==> config.mk <==
export PLATFORM = sky130hd
export DESIGN_NAME = pem_monitor
export DESIGN_NICKNAME = d
export VERILOG_FILES = /design/src/hw/pem_pkg.sv /design/src/hw/pem_event_qual.sv /design/src/hw/pem_counter.sv /design/src/hw/pem_monitor.sv
export SDC_FILE = /design/constraint.sdc
export NUM_CORES = 1
export LEC_CHECK = 0
export BUFFER_PORTS_ARGS = -buffer_cell sky130_fd_sc_hd__clkbuf_2
export CAP_MARGIN = 15
export CELL_PAD_IN_SITES_DETAIL_PLACEMENT = 0
export CELL_PAD_IN_SITES_GLOBAL_PLACEMENT = 1
export CORE_MARGIN = 3
export CORE_UTILIZATION = 43
export CTS_CLUSTER_SIZE = 40
export DETAILED_ROUTE_END_ITERATION = 8
export PLACE_DENSITY_LB_ADDON = 0.25
export SYNTH_ARGS = -nofsm -noshare
export SYNTH_HDL_FRONTEND = slang
export SYNTH_SLANG_ARGS = --single-unit
==> constraint.sdc <==
create_clock -name mclk -period 4.2 [get_ports mclk]
set_input_delay 0.21 -clock mclk [delete_from_list [all_inputs] [get_ports mclk]]
set_output_delay 0.21 -clock mclk [all_outputs]
set_load 0.1 [all_outputs]
==> src/hw/pem_pkg.sv <==
package pem_pkg;
  localparam int unsigned pem_ctr_w = 32;
  localparam int unsigned pem_sel_w = 8;
  localparam int unsigned pem_ev_w = 12;
  localparam logic [7:0] pem_src_none = 8'h00;
  localparam logic [7:0] pem_src_inv_dword = 8'h01;
  localparam logic [7:0] pem_src_disparity = 8'h02;
  localparam logic [7:0] pem_src_sync_loss = 8'h03;
  localparam logic [7:0] pem_src_reset_prob = 8'h04;
  localparam logic [7:0] pem_src_elastic = 8'h05;
  localparam logic [7:0] pem_src_rx_error = 8'h06;
  localparam logic [7:0] pem_src_phy_rsvd_lo = 8'h07;
  localparam logic [7:0] pem_src_phy_rsvd_hi = 8'h1f;
  localparam logic [7:0] pem_src_addr_frame = 8'h20;
  localparam logic [7:0] pem_src_tx_abandon = 8'h21;
  localparam logic [7:0] pem_src_rx_abandon = 8'h22;
  localparam logic [7:0] pem_src_tx_retry = 8'h23;
  localparam logic [7:0] pem_src_rx_retry = 8'h24;
  localparam logic [7:0] pem_sel_reset = 8'h00;
  localparam logic [31:0] pem_ctr_reset = 32'h0000_0000;
  localparam int unsigned pem_num_sat = 4;
  // Event vector bit positions.
  localparam int unsigned pem_ev_inv_dword = 0;
  localparam int unsigned pem_ev_disparity = 1;
  localparam int unsigned pem_ev_sync_loss = 2;
  localparam int unsigned pem_ev_reset_prob = 3;
  localparam int unsigned pem_ev_elastic = 4;
  localparam int unsigned pem_ev_rx_error = 5;
  localparam int unsigned pem_ev_addr_frame = 6;
  localparam int unsigned pem_ev_tx_abandon = 7;
  localparam int unsigned pem_ev_rx_abandon = 8;
  localparam int unsigned pem_ev_tx_retry = 9;
  localparam int unsigned pem_ev_rx_retry = 10;
  localparam int unsigned pem_ev_spare = 11;
endpackage : pem_pkg

==> src/hw/pem_event_qual.sv <==
`timescale 1ns/1ps
`default_nettype none
module pem_event_qual (
  input wire logic mclk,
  input wire logic reset,
  input wire logic in_phy_reset,
  input wire logic invalid_dword,
  input wire logic disparity_error,
  input wire logic sync_loss_restart,
  input wire logic reset_problem,
  input wire logic elastic_overflow,
  input wire logic rx_error_prim,
  input wire logic addr_frame_bad,
  input wire logic tx_abandon_reject,
  input wire logic tx_reject_forwarded,
  input wire logic rx_abandon_reject,
  input wire logic rx_retry_reject,
  input wire logic open_forwarded,
  input wire logic tx_retry_reject,
  output logic [pem_pkg::pem_ev_w-1:0] events
);
  typedef struct packed {
    logic [pem_pkg::pem_ev_w-1:0] ev;
  } pem_qual_t;
  pem_qual_t st, next_st;

  always_comb begin
    next_st = st;
    next_st.ev = '0;
    next_st.ev[pem_pkg::pem_ev_inv_dword] = invalid_dword && !in_phy_reset;
    next_st.ev[pem_pkg::pem_ev_disparity] = disparity_error && !in_phy_reset;
    next_st.ev[pem_pkg::pem_ev_sync_loss] = sync_loss_restart;
    next_st.ev[pem_pkg::pem_ev_reset_prob] = reset_problem;
    next_st.ev[pem_pkg::pem_ev_elastic] = elastic_overflow && !in_phy_reset;
    next_st.ev[pem_pkg::pem_ev_rx_error] = rx_error_prim;
    next_st.ev[pem_pkg::pem_ev_addr_frame] = addr_frame_bad;
    next_st.ev[pem_pkg::pem_ev_tx_abandon] = tx_abandon_reject && !tx_reject_forwarded;
    next_st.ev[pem_pkg::pem_ev_rx_abandon] = rx_abandon_reject && !open_forwarded;
    next_st.ev[pem_pkg::pem_ev_tx_retry] = tx_retry_reject && !tx_reject_forwarded;
    next_st.ev[pem_pkg::pem_ev_rx_retry] = rx_retry_reject && !open_forwarded;
  end

  always_ff @(posedge mclk) begin
    if (reset) begin
      st <= '0;
    end else begin
      st <= next_st;
    end
  end

  assign events = st.ev;
endmodule : pem_event_qual
`default_nettype wire

==> src/hw/pem_counter.sv <==
`timescale 1ns/1ps
`default_nettype none
module pem_counter #(
  parameter int unsigned WIDTH = 32,
  parameter bit SATURATE = 1'b0
) (
  input wire logic mclk,
  input wire logic reset,
  input wire logic clear,
  input wire logic inc,
  output logic [WIDTH-1:0] count
);
  typedef struct packed {
    logic [WIDTH-1:0] cnt;
  } pem_cnt_t;
  pem_cnt_t st, next_st;

  always_comb begin
    next_st = st;
    if (clear) begin
      next_st.cnt = '0;
    end else if (inc) begin
      if (SATURATE && (&st.cnt)) begin
        next_st.cnt = st.cnt;
      end else begin
        next_st.cnt = st.cnt + 1'b1;
      end
    end
  end

  always_ff @(posedge mclk) begin
    if (reset) begin
      st.cnt <= WIDTH'(pem_pkg::pem_ctr_reset);
    end else begin
      st <= next_st;
    end
  end

  assign count = st.cnt;
endmodule : pem_counter
`default_nettype wire

==> src/hw/pem_monitor.sv <==
`timescale 1ns/1ps
`default_nettype none
module pem_monitor #(
  parameter int unsigned NUM_SLOTS = 2,
  parameter int unsigned CTR_W = pem_pkg::pem_ctr_w
) (
  input wire logic mclk,
  input wire logic reset,
  input wire logic in_phy_reset,
  input wire logic invalid_dword,
  input wire logic disparity_error,
  input wire logic sync_loss_restart,
  input wire logic reset_problem,
  input wire logic elastic_overflow,
  input wire logic rx_error_prim,
  input wire logic addr_frame_bad,
  input wire logic tx_abandon_reject,
  input wire logic tx_retry_reject,
  input wire logic tx_reject_forwarded,
  input wire logic rx_abandon_reject,
  input wire logic rx_retry_reject,
  input wire logic open_forwarded,
  input wire logic sel_write,
  input wire logic [$clog2(NUM_SLOTS > 1 ? NUM_SLOTS : 2)-1:0] sel_slot,
  input wire logic [pem_pkg::pem_sel_w-1:0] sel_code,
  output logic [NUM_SLOTS*pem_pkg::pem_sel_w-1:0] slot_selector,
  output logic [NUM_SLOTS*CTR_W-1:0] slot_count,
  output logic [pem_pkg::pem_num_sat*CTR_W-1:0] sat_count
);
  localparam int unsigned SLOT_W = $clog2(NUM_SLOTS > 1 ? NUM_SLOTS : 2);

  typedef struct packed {
    logic [NUM_SLOTS-1:0][pem_pkg::pem_sel_w-1:0] sel;
  } pem_mon_t;
  pem_mon_t st, next_st;

  logic [pem_pkg::pem_ev_w-1:0] events;
  logic [NUM_SLOTS-1:0] slot_inc;
  logic [NUM_SLOTS-1:0] slot_clear;

  // Maps a selector code to its qualified event; unassigned codes give no event.
  function automatic logic pem_pick(input logic [pem_pkg::pem_sel_w-1:0] code,
                                    input logic [pem_pkg::pem_ev_w-1:0] ev);
    logic hit;
    hit = 1'b0;
    unique case (code)
      pem_pkg::pem_src_inv_dword: hit = ev[pem_pkg::pem_ev_inv_dword];
      pem_pkg::pem_src_disparity: hit = ev[pem_pkg::pem_ev_disparity];
      pem_pkg::pem_src_sync_loss: hit = ev[pem_pkg::pem_ev_sync_loss];
      pem_pkg::pem_src_reset_prob: hit = ev[pem_pkg::pem_ev_reset_prob];
      pem_pkg::pem_src_elastic: hit = ev[pem_pkg::pem_ev_elastic];
      pem_pkg::pem_src_rx_error: hit = ev[pem_pkg::pem_ev_rx_error];
      pem_pkg::pem_src_addr_frame: hit = ev[pem_pkg::pem_ev_addr_frame];
      pem_pkg::pem_src_tx_abandon: hit = ev[pem_pkg::pem_ev_tx_abandon];
      pem_pkg::pem_src_rx_abandon: hit = ev[pem_pkg::pem_ev_rx_abandon];
      pem_pkg::pem_src_tx_retry: hit = ev[pem_pkg::pem_ev_tx_retry];
      pem_pkg::pem_src_rx_retry: hit = ev[pem_pkg::pem_ev_rx_retry];
      default: hit = 1'b0;
    endcase
    return hit;
  endfunction : pem_pick

  pem_event_qual u_qual (
    .mclk(mclk),
    .reset(reset),
    .in_phy_reset(in_phy_reset),
    .invalid_dword(invalid_dword),
    .disparity_error(disparity_error),
    .sync_loss_restart(sync_loss_restart),
    .reset_problem(reset_problem),
    .elastic_overflow(elastic_overflow),
    .rx_error_prim(rx_error_prim),
    .addr_frame_bad(addr_frame_bad),
    .tx_abandon_reject(tx_abandon_reject),
    .tx_reject_forwarded(tx_reject_forwarded),
    .rx_abandon_reject(rx_abandon_reject),
    .rx_retry_reject(rx_retry_reject),
    .open_forwarded(open_forwarded),
    .tx_retry_reject(tx_retry_reject),
    .events(events)
  );

  always_comb begin
    next_st = st;
    slot_inc = '0;
    slot_clear = '0;
    for (int i = 0; i < NUM_SLOTS; i++) begin
      slot_inc[i] = pem_pick(st.sel[i], events);
      if (sel_write && (sel_slot == SLOT_W'(i))) begin
        next_st.sel[i] = sel_code;
        slot_clear[i] = 1'b1;
      end
    end
  end

  always_ff @(posedge mclk) begin
    if (reset) begin
      for (int i = 0; i < NUM_SLOTS; i++) begin
        st.sel[i] <= pem_pkg::pem_sel_reset;
      end
    end else begin
      st <= next_st;
    end
  end

  assign slot_selector = st.sel;

  for (genvar g = 0; g < NUM_SLOTS; g++) begin : g_slot
    pem_counter #(
      .WIDTH(CTR_W),
      .SATURATE(1'b0)
    ) u_wrap (
      .mclk(mclk),
      .reset(reset),
      .clear(slot_clear[g]),
      .inc(slot_inc[g]),
      .count(slot_count[g*CTR_W +: CTR_W])
    );
  end

  // Fixed saturating counters run alongside the slots, one per event 01h to 04h.
  for (genvar s = 0; s < pem_pkg::pem_num_sat; s++) begin : g_sat
    pem_counter #(
      .WIDTH(CTR_W),
      .SATURATE(1'b1)
    ) u_sat (
      .mclk(mclk),
      .reset(reset),
      .clear(1'b0),
      .inc(events[s]),
      .count(sat_count[s*CTR_W +: CTR_W])
    );
  end

  for (genvar h = 0; h < pem_pkg::pem_num_sat; h++) begin : g_sat_chk

  end

  // Every slot, not only slot 0, is cleared by a write of its selector.
  for (genvar c = 0; c < NUM_SLOTS; c++) begin : g_slot_chk

  end
endmodule : pem_monitor
`default_nettype wire

==> summary.txt, run 1 <==
STA
  – Final setup viols: 0
  – Worst-Margin Slew: 1.079 ns
  – Minimum clock period: 2.757 ns
  – Worst Skew: 0.01220 ns
  – Worst relative slew slack: 0.2765
  – Setup TNS: 0 ns
  – F_max: 362.7 MHz
  – Final Hold Vio Count: 0
  – Slew Limit Fails: 0
  – RSZ-0062 raised after global routing: false
  – Crit share post-route: 0.6564

Cells and area
  – Share of cells above drive strength 1: 0.2011
  – Post-route insts no fill: 1826
  – Layout fillers: 2292
  – Multi-input gate area: 0.005767 mm²
  – Antenna cells: 0
  – Reg area: 0.004384 mm²
  – P&R area growth vs syn: 22.65%
  – Nets: 1523

Drt
  – Residual DRC count: 0
  – DR vias: 9798
  – Vias per cell: 5.366
  – Routed length per placed instance: 15.52 µm
  – Iteration-0 DRC count of the detailed router: 620
  – TritonRoute pass-1 iters: 6
  – Final ANT Viol Nets: 0
  – Routed WL: 28340 µm

Global routing
  – Largest net degree at the start of global routing: 84
  – GR Util met2: 0.3460
  – Most Crowded Layer GR: met2
  – M3 GR Usage: 0.04514
  – Vias in the first global route: 9230
  – Grt met1 use: 0.2785
  – Antenna violations before repair: 0
  – First-pass GRT wire length: 46600 µm
  – GR Util All Layers: 0.2077
  – Total congestion overflow: 0

Critical path
  – Crit Path Category: flip-flop to flip-flop
  – Worst path slowest cell: nand4_1
  – Crit Reg-Reg Startpoint: g_sat[3].u_sat.count[19]
  – Worst Path Buf+Inv: 0
  – CP delay by family, top: simple AND/OR/NAND/NOR gates
  – CP startpoint: g_sat[3].u_sat.count[19]
  – Kind of end point of the critical path: flip-flop
  – Crit Path Max Fanout: 18
  – CP max stage delay: 0.72 ns
  – Worst-path cell chain: nand4_1 -> nor4_4 -> nand4_1 -> nand2_1 -> or4_1 -> a21oi_1
  – Most used cell, CP: nand4_1
  – Critical Path AT: 3.12 ns
  – Critical Path Start Type: flip-flop
  – Critical Path RT: 4.57 ns

Synthesis
  – Synth async-reset ratio: 0
  – Synth cell types: 64
  – Top cell type's share of synthesized area: 0.4179
  – Flops & latches, synth: 219
  – Synth top cells by count: dfxtp_1, nor2_1, nand2_1, nand3_1, nand4_1
  – Avg Inst Size Synth: 8.339 µm²
  – Post-synth EDFFs: 0
  – Area leader, netlist: dfxtp_1
  – Main flop type after synthesis: dfxtp_1
  – Synthesized instance count: 1258
  – Total of warnings raised by yosys: 0
  – Mapped cell area: 0.01049 mm²
  – Area contributors post-synth: dfxtp_1, nor2_1, xor2_1
  – Most numerous cell in the Yosys netlist: dfxtp_1
  – Sequential fraction of the synthesis area: 0.4179
  – Post-Syn Nets: 1290

Power
  – P per Cell Area: 346.9 mW/mm²
  – P_leak: 0.004857 µW
  – Worst VDD drop: 0.2804 mV

Clock tree
  – Setup Fix Bufs, Post-CTS: 0
  – TritonCTS clock tree: yes
  – Clk root buf: clkbuf_16
  – Clock Sinks: 219
  – H-tree depth: 1
  – Post_cts resized: 0
  – Total CTS buffers: 25
  – Clock-pin slew on the worst setup and hold paths: 0.06 ns
  – Clock buffer depth: 3
  – Clock latency on the worst-skew pair: 0.52 ns

Floorplanning
  – IO Pins: 234
  – Core Box Area: 0.02375 mm²
  – Die ar.: 0.02631 mm²
  – Initial cell density of the core: 0.4416
  – Die X: 162.2 µm
  – Die height: 162.2 µm
  – Rows: 56

Hold path
  – Class of the worst hold path: primary input to flip-flop
  – Hold path start: in_phy_reset

Job
  – Max-cap violations: 0

Outcome
  – Status: completed

Place
  – Placed cell count: 1762
  – Input/output buffers: 233
  – Gpl congestion: 0.7940
  – Detailed Place HPWL: 19880 µm
==> power by group <==
part	internal (µW)	total, µW	switching [µW]
clock	1240	2090	847
sequential	2090	2120	24.6
combinational	63.7	259	195
==> sequential cells by signal (all words and copies together) (netlist names) <==
register and count:
g_sat.u_sat.count 128, g_slot.u_wrap.count 64, u_qual.events 11, slot_selector 16
==> cells by family after synthesis <==
family	share of synthesized area
AND/OR/NAND/NOR	0.3248
buffers and inverters	0.03232
AO/OA/AOI/OAI	0.09876
adder cells (fa/ha/maj)	0.008230
multiplexers	0.01360
flip-flops	0.4179
XOR/XNOR	0.1044
==> cells in the final DEF (no fill, tap or decap), types with 30 or more instances in the layout <==
| cell type | Yosys | routed |
|---|---|---|
| clkbuf_2 | 0 | 232 |
| dfxtp_1 | 219 | 219 |
| nor2_1 | 159 | 159 |
| nand2_1 | 110 | 110 |
| nand3_1 | 82 | 82 |
| nand4_1 | 76 | 76 |
| a21oi_1 | 70 | 70 |
| xor2_1 | 63 | 63 |
| xnor2_1 | 62 | 62 |
| and3_1 | 34 | 34 |
| nor3_1 | 33 | 33 |
| o21ai_0 | 31 | 31 |
| inv_1 | 30 | 30 |
==> final timing paths <==
kind | slack (ns) | endpoint | cells after the start
max | 1.44 | g_sat[3].u_sat.count[31] | 6
min | 0.02 | u_qual.events[1] | 3
max reg2reg | 1.44 | g_sat[3].u_sat.count[31] | 6
min reg2reg | 0.47 | slot_selector[11] | 2
==> tightest hold or removal path, cell delays in order <==
cell	delay, ns
clkbuf_2	0.08
nor2_1	0.04
and2_1	0.15
==> through the flow <==
step | setup slack [ns] | utilization | hold WS, ns | power [µW] | area [µm²]
CTS | 1.443 | 0.5417 | 0.01048 | 4526 | 12870
floorplan | 1.332 | - | 0.2858 | 2345 | 10490
detailed placement | 1.447 | 0.5002 | 0.4219 | 2410 | 11880
global route | 1.232 | 0.5417 | 0.01853 | 4627 | 12870
finish | 1.443 | 0.5417 | 0.02405 | 4463 | 12870
global placement | 1.493 | 0.5002 | 0.4199 | 2407 | 11880
==> layer usage <==
metal	wire (µm)	vias to the layer above
met5	0	-
met4	475	0
met3	1721	36
met2	12870	209
met1	13270	4603
li1	-	4950
==> timing repair <==
item / in CTS / in global routing
hold buffers: 21 / 0
endpoints found under the hold margin: 27 / 0
endpoints found under the setup margin: 0 / 0
==> cell type report <==
type / instances / share of cell area
multi-input cells: 954 / 0.4482
flip-flops and latches: 219 / 0.3408
repair buffers: 260 / 0.1107
clock buffers: 38 / 0.05631
well taps: 319 / 0.03102
inverters: 31 / 0.009141
clock inverters: 5 / 0.003890
Power figures use the tool's default switching activity.
==> inputs of run 2 (changes only) <==
--- a/config.mk
+++ b/config.mk
@@ -10,7 +10,7 @@
 export CELL_PAD_IN_SITES_DETAIL_PLACEMENT = 0
 export CELL_PAD_IN_SITES_GLOBAL_PLACEMENT = 1
 export CORE_MARGIN = 3
-export CORE_UTILIZATION = 43
+export CORE_UTILIZATION = 40
 export CTS_CLUSTER_SIZE = 40
 export DETAILED_ROUTE_END_ITERATION = 8
 export PLACE_DENSITY_LB_ADDON = 0.25
==> constraint.sdc (replaced) <==
create_clock -name mclk -period 2.63 [get_ports mclk]
set_input_delay 0.1315 -clock mclk [delete_from_list [all_inputs] [get_ports mclk]]
set_output_delay 0.1315 -clock mclk [all_outputs]
set_load 0.1 [all_outputs]
==> summary.txt, run 2 (same netlist as run 1, synthesis figures left out) <==
Hold path
  – Worst hold stages: 3
  – End of the worst hold path: u_qual.events[8]
  – Hold path start: open_forwarded
  – Class of the worst hold path: primary input to flip-flop

Power
  – Worst VDD drop: 0.3632 mV
  – P per Cell Area: 565.7 mW/mm²
  – P_leak: 0.005051 µW

Cells and area
  – Layout fillers: 2512
  – Multi-input gate area: 0.005771 mm²
  – Post-route insts no fill: 1864
  – Share of cells above drive strength 1: 0.2340
  – Leading cell type in the layout, fill and taps excluded: clkbuf_2
  – Nets: 1546
  – Post-route core utilization: 0.5196
  – Reg area: 0.004424 mm²
  – Max reg flops: 128
  – Most frequent cells in the layout: clkbuf_2, dfxtp_1, nor2_1
  – Antenna cells: 0
  – P&R area growth vs syn: 26.17%

Drt
  – DR vias: 10040
  – Residual DRC count: 0
  – Routed length per placed instance: 16.00 µm
  – Vias per cell: 5.386
  – TritonRoute pass-1 iters: 5
  – Final ANT Viol Nets: 0
  – Routed WL: 29820 µm
  – Iteration-0 DRC count of the detailed router: 646

Clock tree
  – H-tree depth: 1
  – Clock-pin slew on the worst setup and hold paths: 0.06 ns
  – TritonCTS clock tree: yes
  – Total CTS buffers: 26
  – Clock Sinks: 219
  – Clock latency on the worst-skew pair: 0.53 ns
  – Setup Fix Bufs, Post-CTS: 0
  – Clk root buf: clkbuf_16
  – Clock buffer depth: 3

STA
  – Worst Skew: 0.01629 ns
  – RSZ-0062 raised after global routing: false
  – Minimum clock period: 2.389 ns
  – Crit share post-route: 0.9083
  – Worst relative slew slack: 0.3135
  – F_max: 418.6 MHz
  – Min Hold Slack: 0.3824 ns
  – Final setup viols: 0
  – Slew Limit Fails: 0
  – Final Hold Vio Count: 0
  – Worst-Margin Slew: 1.024 ns

Job
  – Max-cap violations: 0

Place
  – Detailed Place HPWL: 20820 µm
  – Input/output buffers: 233
  – Gpl congestion: 0.8022
  – Placed cell count: 1786

Floorplanning
  – Core Box Area: 0.02547 mm²
  – Initial cell density of the core: 0.4118
  – IO Pins: 234
  – Die ar.: 0.02820 mm²
  – Rows: 58
  – Die height: 167.9 µm
  – Die X: 167.9 µm

Global routing
  – Largest net degree at the start of global routing: 96
  – GR Util All Layers: 0.2001
  – Total congestion overflow: 0
  – First-pass GRT wire length: 48490 µm
  – Antenna violations before repair: 2
  – Vias in the first global route: 9279

Critical path
  – Kind of end point of the critical path: flip-flop
  – R2R Setup Slk: 0.24 ns
  – Crit Reg-Reg Startpoint: slot_selector[15]
  – Crit Path Category: flip-flop to flip-flop
  – Critical Path AT: 2.84 ns
  – Crit Path Max Fanout: 27
  – Critical Path Start Type: flip-flop
  – Critical Path RT: 3.08 ns
  – Worst reg2reg path depth: 6
  – Worst reg2reg endpoint: g_slot[1].u_wrap.count[24]

Outcome
  – Status: completed
==> run 2: worst max-delay path by stage <==
stage | end | depth (start not counted) | from
6_report | g_slot[1].u_wrap.count[24] | 6 | slot_selector[15]
4_1_cts | g_slot[0].u_wrap.count[1] | 6 | slot_selector[1]
3_3_place_gp | g_slot[0].u_wrap.count[0] | 6 | slot_selector[5]
2_1_floorplan | g_sat[0].u_sat.count[31] | 6 | g_sat[0].u_sat.count[10]
3_5_place_dp | g_slot[0].u_wrap.count[1] | 6 | slot_selector[5]
5_1_grt | g_slot[0].u_wrap.count[29] | 6 | g_slot[0].u_wrap.count[6]
==> run 2: metal layers <==
layer	wire length (µm)	vias to the layer above	GRT usage
met5	7	-	0
li1	-	5002	-
met1	14270	4735	0.2793
met3	1772	45	0.04132
met2	13180	256	0.3194
met4	589	2	0.04696
==> run 2: cell type report <==
class,count,area share
repair buffers,282,0.1225
clock buffers,41,0.06258
multi-input cells,954,0.4360
clock inverters,7,0.004538
well taps,330,0.03120
flip-flops and latches,219,0.3343
inverters,31,0.008886
==> run 2: report_power, final <==
| group | switching [µW] | leakage, µW | internal, µW | total (µW) |
|---|---|---|---|---|
| Clock | 1430 | 0.000447 | 2240 | 3670 |
| Sequential | 38.8 | 0.00178 | 3340 | 3380 |
| Combinational | 319 | 0.00282 | 115 | 434 |
==> run 2: per-stage QoR <==
stage | power, µW | setup TNS [ns] | worst slack [ns] | area [µm²]
final | 7488 | 0 | 0.2413 | 13240
after global routing | 7775 | 0 | 0.1439 | 13240
after CTS | 7600 | 0 | 0.1103 | 13230
after detailed placement | 3858 | 0 | 0.02416 | 12050
after global placement | 3856 | 0 | 0.09013 | 12050
after floorplan | 3745 | -0.02483 | -0.02483 | 10530
==> run 2: critical path, stage by stage (launching register included) <==
cell,delay [ns]
dfxtp_1,0.33
or4_1,0.62
a211o_1,0.38
clkinv_2,0.12
nand2_4,0.17
or4_1,0.55
a21oi_1,0.15
==> run 2: what timing repair did <==
| item | in CTS | in global routing |
|---|---|---|
| setup endpoints to repair | 4 | 0 |
| hold buffers | 29 | 0 |
| hold endpoints to repair | 27 | 0 |
| resized for setup | 1 | 0 |
